===== config.mk =====
export PLATFORM = sky130hd
export DESIGN_NAME = ofd_operand_decoder
export DESIGN_NICKNAME = d
export VERILOG_FILES = /design/src/design/ofd_operand_decoder.v /design/src/design/ofd_field_decode.v
export VERILOG_INCLUDE_DIRS = /design/src /design/src/design
export SDC_FILE = /design/constraint.sdc
export NUM_CORES = 1
export LEC_CHECK = 0
export BUFFER_PORTS_ARGS = -buffer_cell sky130_fd_sc_hd__buf_2
export CORE_MARGIN = 1
export CORE_UTILIZATION = 50
export CTS_CLUSTER_DIAMETER = 50
export DETAILED_ROUTE_END_ITERATION = 7
export HOLD_SLACK_MARGIN = 0.08
export PLACE_DENSITY = 0.67
export SYNTH_ARGS = -nofsm -noshare
export SYNTH_HDL_FRONTEND = slang
export SYNTH_HIERARCHICAL = 1
export SYNTH_SLANG_ARGS = --single-unit

===== constraint.sdc =====
create_clock -name pclk -period 4.8 [get_ports pclk]
set_clock_uncertainty 0.1 [all_clocks]
set_input_delay 0.48 -clock pclk [delete_from_list [all_inputs] [get_ports pclk]]
set_output_delay 0.48 -clock pclk [all_outputs]
set_load 0.005 [all_outputs]

===== src/design/ofd_map.vh =====
`ifndef OFD_MAP_VH
`define OFD_MAP_VH
// ==========================================================
// register byte offsets
`define OFD_OFF_INSTR   12'h000
`define OFD_OFF_INSTR2  12'h004
`define OFD_OFF_ACC     12'h008
`define OFD_OFF_BANK    12'h00c
`define OFD_OFF_TPTR    12'h010
`define OFD_OFF_TLAT    12'h014
`define OFD_OFF_PROD    12'h018
`define OFD_OFF_PC      12'h01c
`define OFD_OFF_STATUS  12'h020
`define OFD_OFF_DEC     12'h024
`define OFD_OFF_IDX     12'h028
`define OFD_OFF_CTRL    12'h02c
`define OFD_OFF_OPND    12'h030
`define OFD_OFF_PTR0    12'h034
`define OFD_OFF_PTR1    12'h038
`define OFD_OFF_PTR2    12'h03c
`define OFD_OFF_PTR3    12'h040
`define OFD_OFF_WB      12'h044
// ==========================================================
// field positions
`define OFD_ST_C        0
`define OFD_ST_DC       1
`define OFD_ST_Z        2
`define OFD_ST_OV       3
`define OFD_ST_N        4
`define OFD_ST_BUSY     8
`define OFD_CTRL_FMT_HI 2
`define OFD_CTRL_FLAGS  3
`define OFD_CTRL_MUL    4
`define OFD_CTRL_RET    5
`define OFD_CTRL_TWR    6
`define OFD_CTRL_SHORT  7
// ==========================================================
// operand formats
`define OFD_FMT_BYTE    3'h0
`define OFD_FMT_BIT     3'h1
`define OFD_FMT_LIT     3'h2
`define OFD_FMT_MOVE    3'h3
`define OFD_FMT_JUMP    3'h4
`define OFD_FMT_REL     3'h5
`define OFD_FMT_TABLE   3'h6
`define OFD_FMT_PTR     3'h7
// ==========================================================
// table pointer modes
`define OFD_TM_NONE     2'h0
`define OFD_TM_POSTINC  2'h1
`define OFD_TM_POSTDEC  2'h2
`define OFD_TM_PREINC   2'h3
// ==========================================================
// reset values and constants
`define OFD_RST_BYTE    8'h00
`define OFD_RST_PC      21'h000000
`define OFD_ACCESS_SPLIT 8'h60
`define OFD_SECOND_TAG  4'hf
`endif


===== src/design/ofd_operand_decoder.v =====
// Chosen here: the register addresses and the APB interface to the registers.
`timescale 1ns/10ps
`include "ofd_map.vh"
// How it works
// RULE1: access bit 0 maps file address into fixed access region, bank pointer ignored.
// RULE2: access bit 1 forms address from bank pointer and 8-bit file field.
// RULE3: destination bit 0 writes accumulator, 1 writes the addressed file register.
// RULE4: three-bit field selects bit 0 to 7 of the addressed byte.
// RULE5: file field is 8-bit address, or 2-bit pointer selector for pointer loads.
// RULE6: move operands are full 12-bit addresses without the bank pointer.
// RULE7: literals are extracted as 8, 12 or 20 bits by format.
// RULE8: relative branches add signed offset to counter; calls and gotos jump direct.
// RULE9: fast bit 1 saves or restores shadow copies; 0 leaves them alone.
// RULE10: table accesses apply none, post-increment, post-decrement or pre-increment.
// RULE11: table pointer is 21 bits; table data passes an 8-bit latch.
// RULE12: indexed forms add 7-bit source and destination offsets to a pointer.
// RULE13: arithmetic keeps carry, nibble carry, zero, signed wrap and negative flags.
// RULE14: 8-by-8 multiply result lands in high and low product bytes.
// RULE15: counter low byte is exposed; high and upper holding bytes load on write.
// RULE16: don't-care bits have no effect on behaviour.
// RULE17: a lone second word with top nibble ones acts as no-operation.
// RULE18: one cycle normally; an extra no-operation cycle on counter change or two words.
// RULE19: field extraction is combinational from the fetched word.
module ofd_operand_decoder (
  input  wire        pclk,
  input  wire        presetn,
  input  wire        psel,
  input  wire        penable,
  input  wire        pwrite,
  input  wire [11:0] paddr,
  input  wire [31:0] pwdata,
  output wire [31:0] prdata,
  output wire        pready,
  output wire        pslverr,
  output wire [11:0] dec_ram_addr,
  output wire [7:0]  dec_bit_mask,
  output wire        dec_to_file,
  output wire        exec_busy
);
  // ==========================================================
  // states
  localparam [1:0] ST_IDLE = 2'h0;
  localparam [1:0] ST_EXEC = 2'h1;
  localparam [1:0] ST_NOP  = 2'h2;

  reg  [15:0] instr_reg;
  reg  [15:0] instr2_reg;
  reg  [7:0]  accumulator_reg;
  reg  [3:0]  bank_pointer_reg;
  reg  [20:0] program_memory_pointer_reg;
  reg  [7:0]  program_read_latch_reg;
  reg  [7:0]  multiply_result_high_reg;
  reg  [7:0]  multiply_result_low_reg;
  reg  [20:0] pc_reg;
  reg  [7:0]  pc_high_holding_reg;
  reg  [4:0]  pc_upper_holding_reg;
  reg  [4:0]  flags_reg;
  reg  [7:0]  ctrl_reg;
  reg  [7:0]  opnd_reg;
  reg  [11:0] indirect_pointer_reg [0:3];
  reg  [20:0] wb_reg;
  reg  [7:0]  shadow_acc_reg;
  reg  [4:0]  shadow_flags_reg;
  reg  [3:0]  shadow_bank_reg;
  reg  [1:0]  state_reg;
  reg  [1:0]  state_next;
  reg  [31:0] prdata_reg;
  reg         pready_reg;
  reg         pslverr_reg;
  reg  [11:0] dec_ram_addr_reg;
  reg  [7:0]  dec_bit_mask_reg;
  reg         dec_to_file_reg;
  reg         busy_reg;

  wire [11:0] ram_addr;
  wire        to_file;
  wire [7:0]  bit_mask;
  wire [7:0]  lit8;
  wire [11:0] lit12;
  wire [19:0] lit20;
  wire [20:0] rel_off;
  wire [1:0]  tbl_mode;
  wire        fast;
  wire [1:0]  ptr_sel;
  wire [11:0] src_addr;
  wire [11:0] dst_addr;
  wire [6:0]  src_off;
  wire [6:0]  dst_off;
  wire        lone_second;

  wire [2:0]  fmt = ctrl_reg[`OFD_CTRL_FMT_HI:0];

  ofd_field_decode u_field (
    .word_first   (instr_reg),
    .word_second  (instr2_reg),
    .bank         (bank_pointer_reg),
    .fmt          (fmt),
    .short_branch (ctrl_reg[`OFD_CTRL_SHORT]),
    .ram_addr     (ram_addr),
    .to_file      (to_file),
    .bit_mask     (bit_mask),
    .lit8         (lit8),
    .lit12        (lit12),
    .lit20        (lit20),
    .rel_off      (rel_off),
    .tbl_mode     (tbl_mode),
    .fast         (fast),
    .ptr_sel      (ptr_sel),
    .src_addr     (src_addr),
    .dst_addr     (dst_addr),
    .src_off      (src_off),
    .dst_off      (dst_off),
    .lone_second  (lone_second)
  );

  // ==========================================================
  // arithmetic: accumulator plus operand
  wire [8:0]  sum9    = {1'b0, accumulator_reg} + {1'b0, opnd_reg};
  wire [4:0]  nib5    = {1'b0, accumulator_reg[3:0]} + {1'b0, opnd_reg[3:0]};
  wire [7:0]  sum8    = sum9[7:0];
  wire        wrap    = (accumulator_reg[7] == opnd_reg[7]) && (sum8[7] != accumulator_reg[7]);
  wire [4:0]  new_flags = {sum8[7], wrap, (sum8 == 8'h00), nib5[4], sum9[8]};        // [RULE13]
  wire [15:0] product = accumulator_reg * opnd_reg;                                  // [RULE14]

  wire [11:0] idx_src = indirect_pointer_reg[2] + {5'h00, src_off};                  // [RULE12]
  wire [11:0] idx_dst = indirect_pointer_reg[2] + {5'h00, dst_off};                  // [RULE12]

  wire [20:0] pc_step = pc_reg + 21'h000002;
  wire [20:0] pc_rel  = pc_step + {rel_off[19:0], 1'b0};                             // [RULE8]
  wire [20:0] tp_inc  = program_memory_pointer_reg + 21'h000001;
  wire [20:0] tp_dec  = program_memory_pointer_reg - 21'h000001;

  wire        apb_acc = psel && penable && !pready_reg;
  wire        apb_wr  = apb_acc && pwrite;
  wire        go      = apb_wr && (paddr == `OFD_OFF_INSTR) && (state_reg == ST_IDLE);
  wire        two_word = (fmt == `OFD_FMT_MOVE) || (fmt == `OFD_FMT_JUMP) || (fmt == `OFD_FMT_PTR);
  wire        pc_jump = !lone_second &&
                        ((fmt == `OFD_FMT_JUMP) || (fmt == `OFD_FMT_REL));

  // ==========================================================
  // sequencer
  always @*
  begin
    state_next = state_reg;
    case (state_reg)
      ST_IDLE:
      begin
        if (go)
          state_next = ST_EXEC;
      end
      ST_EXEC:
      begin
        // the burned cycle behaves as a no-operation [RULE18]
        state_next = (pc_jump || (two_word && !lone_second)) ? ST_NOP : ST_IDLE;
      end
      ST_NOP:
        state_next = ST_IDLE;
      default:
        state_next = ST_IDLE;
    endcase
  end

  integer i;

  always @(posedge pclk or negedge presetn)
  begin
    if (!presetn)
    begin
      state_reg                  <= ST_IDLE;
      busy_reg                   <= 1'b0;
      instr_reg                  <= 16'h0000;
      instr2_reg                 <= 16'h0000;
      accumulator_reg            <= `OFD_RST_BYTE;
      bank_pointer_reg           <= 4'h0;
      program_memory_pointer_reg <= `OFD_RST_PC;
      program_read_latch_reg     <= `OFD_RST_BYTE;
      multiply_result_high_reg   <= `OFD_RST_BYTE;
      multiply_result_low_reg    <= `OFD_RST_BYTE;
      pc_reg                     <= `OFD_RST_PC;
      pc_high_holding_reg        <= `OFD_RST_BYTE;
      pc_upper_holding_reg       <= 5'h00;
      flags_reg                  <= 5'h00;
      ctrl_reg                   <= `OFD_RST_BYTE;
      opnd_reg                   <= `OFD_RST_BYTE;
      wb_reg                     <= 21'h000000;
      shadow_acc_reg             <= `OFD_RST_BYTE;
      shadow_flags_reg           <= 5'h00;
      shadow_bank_reg            <= 4'h0;
      for (i = 0; i < 4; i = i + 1)
        indirect_pointer_reg[i] <= 12'h000;
    end
    else
    begin
      state_reg <= state_next;
      busy_reg  <= (state_next != ST_IDLE);
      // register writes; execution effects below take precedence
      if (apb_wr)
      begin
        case (paddr)
          `OFD_OFF_INSTR:  if (state_reg == ST_IDLE) instr_reg <= pwdata[15:0];
          `OFD_OFF_INSTR2: if (state_reg == ST_IDLE) instr2_reg <= pwdata[15:0];
          `OFD_OFF_ACC:    accumulator_reg <= pwdata[7:0];
          `OFD_OFF_BANK:   bank_pointer_reg <= pwdata[3:0];
          `OFD_OFF_TPTR:   program_memory_pointer_reg <= pwdata[20:0];              // [RULE11]
          `OFD_OFF_TLAT:   program_read_latch_reg <= pwdata[7:0];                    // [RULE11]
          `OFD_OFF_PROD:
          begin
            multiply_result_low_reg  <= pwdata[7:0];
            multiply_result_high_reg <= pwdata[15:8];
          end
          `OFD_OFF_PC:
          begin
            // one write loads the holding bytes and all of pc_reg from pwdata [RULE15]
            pc_high_holding_reg  <= pwdata[15:8];
            pc_upper_holding_reg <= pwdata[20:16];
            pc_reg               <= {pwdata[20:16], pwdata[15:8], pwdata[7:0]};
          end
          `OFD_OFF_STATUS: flags_reg <= pwdata[4:0];
          `OFD_OFF_CTRL:   ctrl_reg <= pwdata[7:0];
          `OFD_OFF_OPND:   opnd_reg <= pwdata[7:0];
          default:         ;
        endcase
      end
      // a lone second word changes nothing but the counter [RULE17]
      if (state_reg == ST_EXEC && lone_second)
        pc_reg <= pc_step;
      else if (state_reg == ST_EXEC)
      begin
        pc_reg <= two_word ? pc_step + 21'h000002 : pc_step;
        case (fmt)
          `OFD_FMT_BYTE:
          begin
            if (ctrl_reg[`OFD_CTRL_MUL])
            begin
              multiply_result_high_reg <= product[15:8];                             // [RULE14]
              multiply_result_low_reg  <= product[7:0];                              // [RULE14]
            end
            else
            begin
              if (ctrl_reg[`OFD_CTRL_FLAGS])
                flags_reg <= new_flags;                                              // [RULE13]
              if (to_file)
                wb_reg <= {1'b1, ram_addr, sum8};                                    // [RULE3]
              else
                accumulator_reg <= sum8;                                             // [RULE3]
            end
          end
          `OFD_FMT_BIT:
            wb_reg <= {1'b1, ram_addr, opnd_reg ^ bit_mask};                         // [RULE4]
          `OFD_FMT_LIT:
            accumulator_reg <= lit8;                                                 // [RULE7]
          `OFD_FMT_MOVE:
            wb_reg <= {1'b1, dst_addr, opnd_reg};                                    // [RULE6]
          `OFD_FMT_JUMP:
          begin
            if (ctrl_reg[`OFD_CTRL_RET])
            begin
              pc_reg <= {1'b0, lit20};
              if (fast)
              begin
                accumulator_reg  <= shadow_acc_reg;                                  // [RULE9]
                flags_reg        <= shadow_flags_reg;                                // [RULE9]
                bank_pointer_reg <= shadow_bank_reg;                                 // [RULE9]
              end
            end
            else
            begin
              pc_reg <= {lit20, 1'b0};                                               // [RULE8]
              if (fast)
              begin
                shadow_acc_reg   <= accumulator_reg;                                 // [RULE9]
                shadow_flags_reg <= flags_reg;                                       // [RULE9]
                shadow_bank_reg  <= bank_pointer_reg;                                // [RULE9]
              end
            end
          end
          `OFD_FMT_REL:
            pc_reg <= pc_rel;                                                        // [RULE8]
          `OFD_FMT_TABLE:
          begin
            if (!ctrl_reg[`OFD_CTRL_TWR])
              program_read_latch_reg <= opnd_reg;                                    // [RULE11]
            case (tbl_mode)
              `OFD_TM_POSTINC: program_memory_pointer_reg <= tp_inc;                 // [RULE10]
              `OFD_TM_POSTDEC: program_memory_pointer_reg <= tp_dec;                 // [RULE10]
              `OFD_TM_PREINC:  program_memory_pointer_reg <= tp_inc;                 // [RULE10]
              default:         ;
            endcase
          end
          `OFD_FMT_PTR:
            indirect_pointer_reg[ptr_sel] <= lit12;                                  // [RULE5]
          default: ;
        endcase
      end
    end
  end

  // ==========================================================
  // apb slave: one wait state, unmapped reads zero with error
  always @(posedge pclk or negedge presetn)
  begin
    if (!presetn)
    begin
      prdata_reg  <= 32'h00000000;
      pready_reg  <= 1'b0;
      pslverr_reg <= 1'b0;
    end
    else
    begin
      pready_reg  <= apb_acc;
      pslverr_reg <= 1'b0;
      prdata_reg  <= 32'h00000000;
      if (apb_acc)
      begin
        case (paddr)
          `OFD_OFF_INSTR:  prdata_reg <= {16'h0000, instr_reg};
          `OFD_OFF_INSTR2: prdata_reg <= {16'h0000, instr2_reg};
          `OFD_OFF_ACC:    prdata_reg <= {24'h000000, accumulator_reg};
          `OFD_OFF_BANK:   prdata_reg <= {28'h0000000, bank_pointer_reg};
          `OFD_OFF_TPTR:   prdata_reg <= {11'h000, program_memory_pointer_reg};
          `OFD_OFF_TLAT:   prdata_reg <= {24'h000000, program_read_latch_reg};
          `OFD_OFF_PROD:   prdata_reg <= {16'h0000, multiply_result_high_reg, multiply_result_low_reg};
          `OFD_OFF_PC:     prdata_reg <= {11'h000, pc_upper_holding_reg, pc_high_holding_reg, pc_reg[7:0]};
          `OFD_OFF_STATUS: prdata_reg <= {23'h000000, busy_reg, 3'h0, flags_reg};
          `OFD_OFF_DEC:    prdata_reg <= {8'h00, fast, tbl_mode, to_file, bit_mask, ram_addr};
          `OFD_OFF_IDX:    prdata_reg <= {8'h00, idx_dst, idx_src};
          `OFD_OFF_CTRL:   prdata_reg <= {24'h000000, ctrl_reg};
          `OFD_OFF_OPND:   prdata_reg <= {24'h000000, opnd_reg};
          `OFD_OFF_PTR0:   prdata_reg <= {20'h00000, indirect_pointer_reg[0]};
          `OFD_OFF_PTR1:   prdata_reg <= {20'h00000, indirect_pointer_reg[1]};
          `OFD_OFF_PTR2:   prdata_reg <= {20'h00000, indirect_pointer_reg[2]};
          `OFD_OFF_PTR3:   prdata_reg <= {20'h00000, indirect_pointer_reg[3]};
          `OFD_OFF_WB:     prdata_reg <= {11'h000, wb_reg};
          default:         pslverr_reg <= 1'b1;
        endcase
        // a write answers with zero data
        if (pwrite)
          prdata_reg <= 32'h00000000;
      end
    end
  end

  // ==========================================================
  // decoded fields, refreshed every cycle
  always @(posedge pclk or negedge presetn)
  begin
    if (!presetn)
    begin
      dec_ram_addr_reg <= 12'h000;
      dec_bit_mask_reg <= 8'h00;
      dec_to_file_reg  <= 1'b0;
    end
    else
    begin
      dec_ram_addr_reg <= ram_addr;                                                  // [RULE1] [RULE2]
      dec_bit_mask_reg <= bit_mask;
      dec_to_file_reg  <= to_file;
    end
  end

  assign prdata       = prdata_reg;
  assign pready       = pready_reg;
  assign pslverr      = pslverr_reg;
  assign dec_ram_addr = dec_ram_addr_reg;
  assign dec_bit_mask = dec_bit_mask_reg;
  assign dec_to_file  = dec_to_file_reg;
  assign exec_busy    = busy_reg;
endmodule // ofd_operand_decoder


===== src/design/ofd_field_decode.v =====
`timescale 1ns/10ps
`include "ofd_map.vh"
// ==========================================================
// pure field extraction from the fetched words
module ofd_field_decode (
  input  wire [15:0] word_first,
  input  wire [15:0] word_second,
  input  wire [3:0]  bank,
  input  wire [2:0]  fmt,
  input  wire        short_branch,
  output reg  [11:0] ram_addr,
  output reg         to_file,
  output reg  [7:0]  bit_mask,
  output reg  [7:0]  lit8,
  output reg  [11:0] lit12,
  output reg  [19:0] lit20,
  output reg  [20:0] rel_off,
  output reg  [1:0]  tbl_mode,
  output reg         fast,
  output reg  [1:0]  ptr_sel,
  output reg  [11:0] src_addr,
  output reg  [11:0] dst_addr,
  output reg  [6:0]  src_off,
  output reg  [6:0]  dst_off,
  output reg         lone_second
);
  always @*
  begin
    // unused bits are never looked at, so either value acts the same [RULE16] [RULE19]
    if (word_first[8])
      ram_addr = {bank, word_first[7:0]};                                            // [RULE2]
    else if (word_first[7:0] < `OFD_ACCESS_SPLIT)
      ram_addr = {4'h0, word_first[7:0]};                                            // [RULE1]
    else
      ram_addr = {4'hf, word_first[7:0]};                                            // [RULE1]
    to_file     = word_first[9];                                                     // [RULE3]
    bit_mask    = 8'h01 << word_first[11:9];                                         // [RULE4]
    lit8        = word_first[7:0];                                                   // [RULE7]
    lit12       = {word_first[3:0], word_second[7:0]};                               // [RULE7]
    lit20       = {word_second[11:0], word_first[7:0]};                              // [RULE7] [RULE8]
    if (short_branch)
      rel_off = {{13{word_first[7]}}, word_first[7:0]};                              // [RULE8]
    else
      rel_off = {{10{word_first[10]}}, word_first[10:0]};                            // [RULE8]
    tbl_mode    = word_first[1:0];                                                   // [RULE10]
    fast        = word_first[0];                                                     // [RULE9]
    ptr_sel     = (fmt == `OFD_FMT_PTR) ? word_first[5:4] : 2'h0;                    // [RULE5]
    src_addr    = word_first[11:0];                                                  // [RULE6]
    dst_addr    = word_second[11:0];                                                 // [RULE6]
    src_off     = word_first[6:0];                                                   // [RULE12]
    dst_off     = word_second[6:0];                                                  // [RULE12]
    lone_second = (word_first[15:12] == `OFD_SECOND_TAG);                            // [RULE17]
  end
endmodule // ofd_field_decode


# --- Word level (Yosys, flattened, before mapping) ---
# Cells that the tools add are included.
totals:
  latchBits: 0
  wordCells: 190
  output_inout_bits: 56
  ff_bits: 288
  ram_bits: 0
  rom_bits: 0
  mem_count: 0
op_classes:
  n_reduce_logical: 35
  div_mod_pow: 0
  shifts: 1
  muxes: 74
  multipliers: 1
  n_lt_le_gt_ge: 3
  n_addsub: 9
  eq_ne: 33
  n_bitwise: 4
op_table:
  columns: ["operator", "n"]
  rows:
  - ["$pmux W24 S18", 1]
  - ["$mux W21", 13]
  - ["$mux W8", 26]
  - ["$eq A12 B6 Y1 const B", 8]
  - ["$pmux W21 S2", 2]
  - ["$mux W32", 2]
  - ["$pmux W21 S3", 1]
  - ["$bwmux W48", 1]
  - ["$eq A12 B5 Y1 const B", 4]
  - ["$add A21 B2 Y21 const B", 2]
  - ["$mux W5", 8]
  - ["$mux W12", 3]
  - ["$mux W4", 7]
  - ["$add A12 B7 Y12", 2]
  - ["$demux W12 S2", 1]
  - ["$eq A12 B4 Y1 const B", 2]
  - ["$eq A12 B7 Y1 const B", 2]
  - ["$pmux W8 S3", 1]
  - ["$add A21 B1 Y21 const B", 1]
  - ["$add A21 B21 Y21", 1]
  - ["$sub A21 B1 Y21 const B", 1]
  - ["$mux W20", 1]
  - ["$reduce_or A18 Y1", 1]
  - ["$mul A8 B8 Y16", 1]
  - ["other kinds (36)", 68]

# --- Longest topological paths before layout ---
# Gate-level depths: netlist of the first run.
depth:
  word_depth: 9
  depth_mapped: 17

# --- Modules after synthesis ---
# Netlist of the first run, hierarchy kept.
modules_own_cells:
  columns: ["mod", "seq_area_each_um2", "area_per_inst_um2", "cells_each", "instances"]
  rows:
  - ["ofd_operand_decoder", 6681.4, 17878.4, 1855, 1]
  - ["ofd_field_decode", 0.0, 959.7, 135, 1]

# --- Worst setup path before layout of the first run ---
# No wires, ideal clock.
synth_path:
  kind: "register -> register"
  start: "register opnd_reg[7]"
  end: "register multiply_result_high_reg[7]"
  arrival_time_ns: 4.281
  path_slack_ns: 0.284
  stages_incl_launch_ff: 17
  required_ns: 4.564
  period_less_slack_ns: 4.516
  setup_time_ns: 0.136
  n_path_buf: 1
  cell_sequence: "dfrtp_1 clkbuf_1 nand2_1 fa_1 fa_1 inv_1 fa_1 inv_1 fa_1 inv_1 ha_1 o21a_1 o31a_1 o41a_1 o31ai_1 xnor2_1 o21ai_0"
synth_between:
  elab_chain_cells: 5
synth_lines:
  columns: ["element", "line_no", "source"]
  rows:
  - ["from (decl)", "ofd_operand_decoder.v:59", "reg [7:0] opnd_reg;"]
  - ["from (signal assigned)", "ofd_operand_decoder.v:184", "opnd_reg <= `OFD_RST_BYTE;"]
  - ["from (signal assigned)", "ofd_operand_decoder.v:220", "`OFD_OFF_OPND: opnd_reg <= pwdata[7:0];"]
  - ["$mul A8 B8 Y16", "ofd_operand_decoder.v:123", "wire [15:0] product = accumulator_reg * opnd_reg;"]
  - ["$mux W8", "ofd_operand_decoder.v:233", "if (ctrl_reg[`OFD_CTRL_MUL])"]
  - ["$mux W8", "ofd_operand_decoder.v:230", "case (fmt)"]
  - ["$mux W8", "ofd_operand_decoder.v:227", "else if (state_reg == ST_EXEC)"]
  - ["$mux W8", "ofd_operand_decoder.v:225", "if (state_reg == ST_EXEC && lone_second)"]
  - ["to (signal assigned)", "ofd_operand_decoder.v:177", "multiply_result_high_reg <= `OFD_RST_BYTE;"]
  - ["to (signal assigned)", "ofd_operand_decoder.v:209", "multiply_result_high_reg <= pwdata[15:8];"]
  - ["to (signal assigned)", "ofd_operand_decoder.v:235", "multiply_result_high_reg <= product[15:8];"]
  - ["to (decl)", "ofd_operand_decoder.v:52", "reg [7:0] multiply_result_high_reg;"]
# Every way passes these cells.
# A chain may end at the register's enable or synchronous reset.

# --- Final worst setup path of the first run ---
layout_path:
  start: "register accumulator_reg[4]"
  end: "register multiply_result_high_reg[7]"
layout_between:
  elab_chain_cells: 5
layout_lines:
  columns: ["element", "line_no", "source"]
  rows:
  - ["from (decl)", "ofd_operand_decoder.v:48", "reg [7:0] accumulator_reg;"]
  - ["from (signal assigned)", "ofd_operand_decoder.v:173", "accumulator_reg <= `OFD_RST_BYTE;"]
  - ["from (signal assigned)", "ofd_operand_decoder.v:202", "`OFD_OFF_ACC: accumulator_reg <= pwdata[7:0];"]
  - ["from (signal assigned)", "ofd_operand_decoder.v:245", "accumulator_reg <= sum8;"]
  - ["$mul A8 B8 Y16", "ofd_operand_decoder.v:123", null]
  - ["$mux W8", "ofd_operand_decoder.v:233", null]
  - ["$mux W8", "ofd_operand_decoder.v:230", null]
  - ["$mux W8", "ofd_operand_decoder.v:227", null]
  - ["$mux W8", "ofd_operand_decoder.v:225", null]
# Every way passes these cells.

==> run_results.csv, run 1 <==
group,metric,value,unit
status,status,"completed",
floorplanning,die_area,37880,µm²
setup_path,end_kind,"flop",
setup_path,setup.worst_path.start_class,"flop",
pwr,switchingPower,1.184,mW
setup_path,cp_max_fo,7,
global_route,grt_pass1_wl,95.21,mm
pwr,combPwrFrac,4.6,%
sta,setup_violations,0,
place,io_buffers,85,
global_route,grt_max_degree,106,
cts,path_clk_slew,0.05,ns
cts,cts_buffers,35,
final_layout,antennaDiodeCount,0,
detailed_routing,drc,0,
sta,slew_violations,0,
global_route,grt_busiest_layer,"met2",
setup_path,crit_arrival,4.82,ns
sta,timing.setup.tns,0,ns
sta,finalHoldViolCount,0,
pwr,power_frac_clock,51.1,%
cts,clock-sinks,267,
pwr,peakVddDrop,0.0002287,V
global_route,use_met1,46.30,%
place,gp_congestion,1.014,
place,placed_cells,2378,
sta,worst-slew-pin-transition,1.111,ns
final_layout,largest_reg_flops,48,
cts,cts_tree,"done",
sta,slew_headroom,25.93,%
yosys,netlist_area,18550,µm²
setup_path,criticalPathCategory,"flop to flop",
pwr,p_int,3.901,mW
sta,period_needed,4.570,ns
sta,fin_crit_sh,95.21,%
yosys,syn_inst,1950,
floorplanning,die_h,194.6,µm
global_route,grt_usage,33.24,%
worst_hold_path,hold_start,"pwdata[20]",
global_route,grt.overflow.total,0,
cts,postCtsSetupBuffers,0,
final_layout,areaGrowthSynthToFinish,9.050,%
cts,cts_root_buf,"clkbuf_16",
flow_run,timing.max_cap.violations,0,
pwr,p_sw_share,23.29,%
final_layout,finalNonFillerCells,2442,
floorplanning,die_w,194.6,µm
detailed_routing,antenna_left,0,
setup_path,cp-startpoint,"accumulator_reg[4]",
pwr,p_seq_share,44.4,%
detailed_routing,vias,15894,
cts,htree_num_levels,2,
pwr,power,5.086,mW
floorplanning,num_io_pins,105,
pwr,p_leak,9.396,nW
cts,cts_max_path_buffers,3,
global_route,use_met2,49.75,%
yosys,postSynthAreaPerCell,9.514,µm²
final_layout,drive_gt1_share,18.84,%
global_route,antenna_found_initial,3,
sta,max_freq,0.2188,GHz
worst_hold_path,min_path_type,"input pin to flop",
setup_path,required,5.05,ns
detailed_routing,firstDrtPassIters,6,
setup_path,r2r-start,"accumulator_reg[4]",
yosys,ys_warn_count,6,
detailed_routing,vias_per_cell,6.509,
sta,grt_setup_unrepaired,"false",
final_layout,layout.nets,2127,
floorplanning,start_util,50.80,%
sta,hold_ws,0.1027,ns
place,dp_hpwl,44.75,mm
floorplanning,core,36520,µm²
floorplanning,rows,70,
detailed_routing,drt-total-wl,62.89,mm
global_route,grtUsageMet3,6.993,%
pwr,power_density,251.4,nW/µm²
cts,clock_latency,0.52,ns
global_route,grt_pass1_vias,15141,
detailed_routing,initialDrtViolationCount,1801,
final_layout,post-route-util,55.40,%
detailed_routing,routedWlPerCell,25.75,µm
## per-layer routing
layer	wire [µm]	up-vias
met3	6640	220
met1	25840	7800
met2	27300	977
li1	-	6893
met5	27	-
met4	3076	4
## layout by cell type, fill, tap and decap left out, drive strengths merged, types with 9 or more instances in the layout
master,n
o21bai,9
clkbuf,44
a31oi,21
o22ai,19
o211ai,11
o21a,9
nor2,81
xnor2,47
nor2b,18
a21o,18
ha,85
nor4,10
inv,74
nand3,35
o21ai,121
or3,10
o31ai,10
xor2,18
mux2i,96
a221oi,11
a22oi,31
a211oi,21
or2,9
and2,51
nor3,41
nand2b,12
nand2,248
dfrtp,267
buf,145
a21oi,80
mux2,126
clkinv,9
a222oi,14
and3,10
fa,41
## what timing repair did
item | CTS | global route
endpoints found under the setup margin | 0 | 4
gates resized for setup | 0 | 6
endpoints found under the hold margin | 103 | 0
hold buffers | 5 | 0
## final cells by class
cell class | instances | area (µm²)
sequential | 267 | 6688
clock buffer | 44 | 969.7
tap | 468 | 585.6
timing repair buffer | 150 | 948.4
clock inverter | 15 | 170.2
inverter | 73 | 274.0
fill | 3300 | 16290
multi-input combinational | 1425 | 10600
## stage by stage
stage,worst slack (ns),instance area [µm²]
after floorplan,0.2837,18580
after global placement,0.1604,19030
after detailed placement,0.1047,19030
after CTS,0.1232,20220
after global routing,0.01175,20230
final,0.2301,20230
## final timing paths
check,endpoint,slack (ns),cells after the start
setup / recovery,multiply_result_high_reg[7],0.23,14
hold / removal,pc_upper_holding_reg[4],0.10,3
setup reg to reg,multiply_result_high_reg[7],0.23,14
hold reg to reg,pc_high_holding_reg[7],0.37,2
max in group asynchronous,program_memory_pointer_reg[9],2.91,3
min in group asynchronous,dec_ram_addr[5],0.49,2
## critical path: stages, from the launching register on
cell and delay [ns]:
dfrtp_2 0.46, ha_1 0.29, fa_1 0.57, fa_1 0.46
fa_1 0.55, inv_1 0.05, fa_1 0.53, inv_1 0.04
ha_1 0.29, o21a_1 0.20, o2111a_1 0.22, o41a_1 0.13
o31ai_1 0.30, xnor2_1 0.15, o21ai_0 0.08
## power groups by stage
stage | clock network, mW | registers, mW | logic (mW)
finish | 2.60 | 2.26 | 0.231
global route | 2.72 | 2.26 | 0.244
CTS | 2.63 | 2.26 | 0.226
detailed placement | 0 | 2.30 | 0.223
global placement | 0 | 2.30 | 0.221
floorplan | 0 | 2.30 | 0.0961
(Power assumes the default switching activity.)
==> inputs of run 2 (changes only) <==
- SYNTH_HIERARCHICAL: 1 -> unset
==> run 2 against run 1 <==
  * Sequential cell count stayed put
  * Worst hold slack better by 0.013 ns
  * Combinational power is 32% lower
  * Core utilization is 1.9 points higher
  * Maximum frequency is 0.23% lower
  * Critical endpoint is now multiply_result_high_reg[6]
==> run_results.csv, run 2 <==
group,metric,value,unit
pwr,peakVddDrop,0.0002467,V
cts,postCtsSetupBuffers,0,
final_layout,mostFrequentLayoutCell,"dfrtp_1",
sta,slew_violations,0,
final_layout,largest_reg_flops,48,
sta,slew_headroom,16.34,%
yosys,synth.area.top_cells,"dfrtp_1 39%, mux2_2 8.3%, ha_1 6.3%, fa_1 4.8%, nand2_1 3.8%",
global_route,grt.overflow.total,0,
final_layout,n_fill_cell,2920,
detailed_routing,initialDrtViolationCount,1794,
detailed_routing,vias,14467,
cts,cts_tree,"done",
pwr,power,5.103,mW
floorplanning,start_util,50.85,%
floorplanning,die_w,186.9,µm
sta,setup_violations,0,
final_layout,areaGrowthSynthToFinish,12.67,%
place,dp_hpwl,41.35,mm
yosys,synthTopCellsByCount,"267 x dfrtp_1, 171 x nand2_1, 126 x mux2_2",
global_route,grt_max_degree,107,
setup_path,critPathMaxStageDelay,0.56,ns
setup_path,path_common_cell,"fa_1",
cts,clock_latency,0.52,ns
place,gp_congestion,1.019,
floorplanning,die_area,34930,µm²
yosys,syn_inst,1704,
yosys,synth_seq_cells,267,
final_layout,ff_latch_area,6685,µm²
setup_path,crit_chain,"and2_1 > fa_1 > fa_1 > fa_1 > inv_1 > fa_1 > inv_1 > ha_1 > buf_4 > nor2_1 > or4_1 > nand3_1 > o211ai_1 > xor2_1 > o21ai_0",
cts,clock-sinks,267,
yosys,synth-main-ff-cell,"dfrtp_1",
yosys,netlist_area,17090,µm²
pwr,power_density,265.0,nW/µm²
sta,period_needed,4.580,ns
setup_path,end_kind,"flop",
floorplanning,rows,67,
yosys,yosys.area.top_type,"dfrtp_1",
setup_path,crit_arrival,4.91,ns
global_route,grt_usage,33.53,%
detailed_routing,vias_per_cell,6.427,
place,io_buffers,85,
setup_path,criticalPathCategory,"flop to flop",
sta,finalHoldViolCount,0,
floorplanning,die_h,186.9,µm
cts,cts_root_buf,"clkbuf_16",
global_route,grt_pass1_wl,88.70,mm
cts,path_clk_slew,0.06,ns
floorplanning,core,33620,µm²
cts,cts_max_path_buffers,3,
cts,cts_buffers,35,
setup_path,setup.worst_path.start_class,"flop",
detailed_routing,routedWlPerCell,25.69,µm
pwr,p_leak,9.331,nW
detailed_routing,antenna_left,0,
detailed_routing,drc,0,
sta,timing.setup.tns,0,ns
yosys,synth_edf_count,0,
detailed_routing,firstDrtPassIters,8,
setup_path,cpMaxStageDelayCell,"fa_1",
flow_run,timing.max_cap.violations,0,
yosys,ys_seq_area_share,39.09,%
sta,max_freq,0.2183,GHz
global_route,antenna_found_initial,2,
global_route,grt_pass1_vias,14182,
final_layout,drive_gt1_share,20.31,%
final_layout,multi_input_area,9614,µm²
final_layout,layout.nets,1953,
final_layout,final_cell_mix,"264 x dfrtp_1, 171 x nand2_1, 126 x mux2_2",
yosys,synthArstFlopShare,100.0,%
setup_path,critPathBufInv,3,
sta,worst-slew-pin-transition,1.252,ns
cts,htree_num_levels,2,
yosys,ys_types,69,
setup_path,cpLargestDelayFamily,"adder cells",
sta,fin_crit_sh,95.42,%
setup_path,required,5.13,ns
status,status,"completed",
yosys,postSynthAreaPerCell,10.03,µm²
worst_hold_path,min_path_type,"input pin to flop",
yosys,ys_warn_count,0,
setup_path,cp_max_fo,9,
sta,grt_setup_unrepaired,"false",
yosys,synth_top_area_share,39.09,%
detailed_routing,drt-total-wl,57.84,mm
yosys,yosysMostFrequentCell,"dfrtp_1",
floorplanning,num_io_pins,105,
-- run 2: path summary, 6_finish.rpt --
check,from,end,slack [ns],cells past startpoint
setup / recovery,accumulator_reg[2],multiply_result_high_reg[6],0.22,15
hold / removal,penable,pslverr,0.12,3
setup reg to reg,accumulator_reg[2],multiply_result_high_reg[6],0.22,15
hold reg to reg,pready,pslverr,0.35,1
max in group asynchronous,presetn,accumulator_reg[3],3.04,3
min in group asynchronous,presetn,program_memory_pointer_reg[18],0.46,2
-- run 2: layout make-up --
| cell class | instances | area share [%] |
|---|---|---|
| multi-input cells | 1249 | 49.92 |
| clock buffers | 45 | 5.113 |
| clock inverters | 17 | 1.052 |
| repair buffers | 148 | 4.795 |
| well taps | 448 | 2.911 |
| diodes | 1 | 0.01299 |
| inverters | 76 | 1.481 |
| flip-flops and latches | 267 | 34.71 |
-- run 2: metrics by stage --
step	hold slack [ns]	instance area, µm²	instances	setup slack, ns	utilization (%)
2_1_floorplan	0.08441	17120	1711	0.3042	-
3_3_place_gp	0.3366	18040	2187	0.1100	53.66
3_5_place_dp	0.3497	18040	2187	0.07107	53.66
4_1_cts	0.1094	19240	2250	0.04941	57.22
5_1_grt	0.1139	19260	2251	0.006891	57.29
6_report	0.1162	19260	2251	0.2197	57.29
-- run 2: cells by family after synthesis --
logic type | synth area share (%)
other | 0.02194
adders and majority gates | 11.10
buffers and inverters | 4.948
muxes | 12.05
DFF | 39.09
AOI/OAI and AO/OA | 15.90
xor gates and xnor gates | 3.433
and+or+nand+nor | 13.46
-- run 2: worst reg2reg max path: stages, from the launching register on --
cell      delay, ns
dfrtp_2        0.49
and2_1         0.21
fa_1           0.49
fa_1           0.56
fa_1           0.56
inv_1          0.06
fa_1           0.53
inv_1          0.05
ha_1           0.30
buf_4          0.13
nor2_1         0.05
or4_1          0.52
nand3_1        0.09
o211ai_1       0.10
xor2_1         0.14
o21ai_0        0.13
-- run 2: repair_timing --
action,CTS,global route
gates resized for setup,0,7
hold endpoints to repair,83,0
setup endpoints to repair,0,5
hold buffers,1,0
-- run 2: power by group --
part,switching (mW),internal (mW),total (mW)
Combinational,0.123,0.0351,0.158
Clock,1.06,1.63,2.69
Sequential,0.00286,2.25,2.26
Total,1.18,3.92,5.10
-- run 2: metal layers --
layer / track usage [%] / vias to the layer above / wire (µm)
li1: - / 6271 / -
met1: 46.48 / 7233 / 23760
met2: 52.25 / 780 / 26160
met3: 5.722 / 181 / 5322
met4: 13.71 / 2 / 2561
met5: 0 / - / 31
==> inputs of run 3 (changes only) <==
==> constraint.sdc (replaced) <==
create_clock -name pclk -period 4.8 [get_ports pclk]
set_clock_uncertainty 0.1 [all_clocks]
set_input_delay 0.72 -clock pclk [delete_from_list [all_inputs] [get_ports pclk]]
set_output_delay 0.72 -clock pclk [all_outputs]
set_load 0.005 [all_outputs]
==> run 3 against run 2 <==
  * First-iteration DRC count shrank 3.4%
  * Via count shrank 1.0%
  * Power shrank 2.4%
  * Die area is the same
  * Routed wire length shrank 1.7%
  * Core utilization shrank 0.22 points
  * Setup slack gained 0.0038 ns
  * Final cell count is essentially flat
  * Largest cell class unchanged
  * Critical path type unchanged
  * Sequential power is essentially flat
==> run_results.csv, run 3 (synthesis results as in run 2) <==
group,metric,value,unit
global_route,antenna_found_initial,2,
sta,setup_violations,0,
floorplanning,start_util,50.85,%
detailed_routing,antenna_left,0,
sta,fin_crit_sh,95.35,%
final_layout,areaGrowthSynthToFinish,12.23,%
cts,hold_buffers,0,
floorplanning,die_area,34930,µm²
cts,htree_num_levels,2,
sta,timing.setup.tns,0,ns
place,dp_hpwl,41.32,mm
final_layout,final_cell_mix,"265 x dfrtp_1, 171 x nand2_1, 126 x mux2_2",
floorplanning,num_io_pins,105,
cts,path_clk_slew,0.06,ns
setup_path,end_kind,"flop",
setup_path,cp-startpoint,"accumulator_reg[3]",
setup_path,cp.depth,15,
setup_path,setup.worst_path.start_class,"flop",
setup_path,r2r-start,"accumulator_reg[3]",
cts,cts_root_buf,"clkbuf_16",
sta,worst-slew-pin-transition,1.264,ns
setup_path,critPathBufInv,2,
setup_path,cpMaxStageDelayCell,"fa_1",
global_route,grt.overflow.total,0,
setup_path,cpLargestDelayFamily,"adder cells",
sta,slew_violations,0,
pwr,power,4.982,mW
global_route,grt_usage,33.06,%
detailed_routing,vias_per_cell,6.365,
floorplanning,die_w,186.9,µm
status,status,"completed",
cts,clock_latency,0.54,ns
flow_run,timing.max_cap.violations,0,
cts,clock-sinks,267,
place,io_buffers,85,
pwr,p_leak,9.273,nW
cts,cts_max_path_buffers,3,
detailed_routing,initialDrtViolationCount,1733,
setup_path,crit_chain,"and2_1 > fa_1 > fa_1 > fa_1 > inv_1 > fa_1 > inv_1 > ha_1 > or3_1 > o21ai_0 > a21oi_1 > a41oi_2 > a21oi_1 > xnor2_1 > o21ai_0",
setup_path,path_common_cell,"fa_1",
setup_path,crit_arrival,4.87,ns
sta,finalHoldViolCount,0,
floorplanning,core,33620,µm²
global_route,grt_pass1_wl,87.31,mm
sta,grt_setup_unrepaired,"false",
floorplanning,die_h,186.9,µm
pwr,peakVddDrop,0.0001932,V
setup_path,required,5.09,ns
floorplanning,rows,67,
global_route,grt_pass1_vias,14156,
final_layout,layout.nets,1950,
worst_hold_path,min_path_type,"input pin to async pin",
detailed_routing,routedWlPerCell,25.27,µm
final_layout,largest_reg_flops,48,
final_layout,mostFrequentLayoutCell,"dfrtp_1",
detailed_routing,wl_met3,5.571,mm
setup_path,cp_max_fo,9,
place,gp_congestion,0.9875,
sta,max_freq,0.2185,GHz
detailed_routing,drt-total-wl,56.87,mm
sta,slew_headroom,15.39,%
cts,cts_buffers,34,
detailed_routing,drc,0,
detailed_routing,firstDrtPassIters,8,
setup_path,r2r_cells,15,
cts,cts_tree,"done",
detailed_routing,met1_length,23.02,mm
global_route,grt_max_degree,100,
sta,period_needed,4.577,ns
detailed_routing,vias,14322,
final_layout,drive_gt1_share,20.19,%
detailed_routing,routed.top_layer,"met4",
setup_path,criticalPathCategory,"flop to flop",
pwr,power_density,259.7,nW/µm²
setup_path,critPathMaxStageDelay,0.59,ns
detailed_routing,wl_met2,25.77,mm
-- run 3: changes by cell type in the layout (fill, tap and decap cells not counted), sizes merged --
cell	before	now
buf	147	146
clkbuf	45	40
clkinv	8	9
clkinvlp	1	6
diode	1	4
dlygate4sd3	1	0
inv	81	78
-- run 3: worst paths after layout --
path / end / slack [ns]
max: multiply_result_high_reg[7] / 0.22
max reg2reg: multiply_result_high_reg[7] / 0.22
min in group pclk: pc_upper_holding_reg[2] / 0.34
max in group asynchronous: shadow_acc_reg[2] / 3.33
min: program_memory_pointer_reg[19] / 0.11
min reg2reg: pslverr / 0.35
-- run 3: layer usage --
layer  up-vias  global-route usage [%]
met5         -                       0
met4         0                   15.61
met3       173                   6.773
met2       782                   51.38
met1      7095                   44.37
li1       6272                       -
-- run 3: timing repair --
action                                  4_1_cts  5_1_grt
buffers inserted                              0        0
endpoints found under the setup margin        0        5
resized for setup                             0        6
-- run 3: power by group --
group          internal [mW]  leakage, nW  switching (mW)
combinational         0.0350         5.39           0.121
clock                   1.52        0.536            1.04
sequential              2.25         3.35         0.00294
total                   3.81         9.27            1.17
-- run 3: stage by stage --
stage	util [%]	cells	setup slack (ns)	area [µm²]	hold slack, ns
6_report	57.07	2250	0.2234	19180	0.1051
5_1_grt	57.04	2247	0.008311	19180	0.1566
4_1_cts	56.98	2246	0.06575	19150	0.1477
3_5_place_dp	53.64	2186	0.07854	18030	0.3415
3_3_place_gp	53.64	2186	0.1612	18030	0.3381
2_1_floorplan	-	1711	0.3042	17120	0.2781
-- run 3: cell type report --
cell class	count	area (µm²)
tap	448	560.5
clock buffer	40	903.4
timing repair buffer	146	905.9
sequential	267	6684
multi-input combinational	1249	9614
clock inverter	20	220.2
fill	2948	14430
antenna	4	10.01
inverter	76	285.3
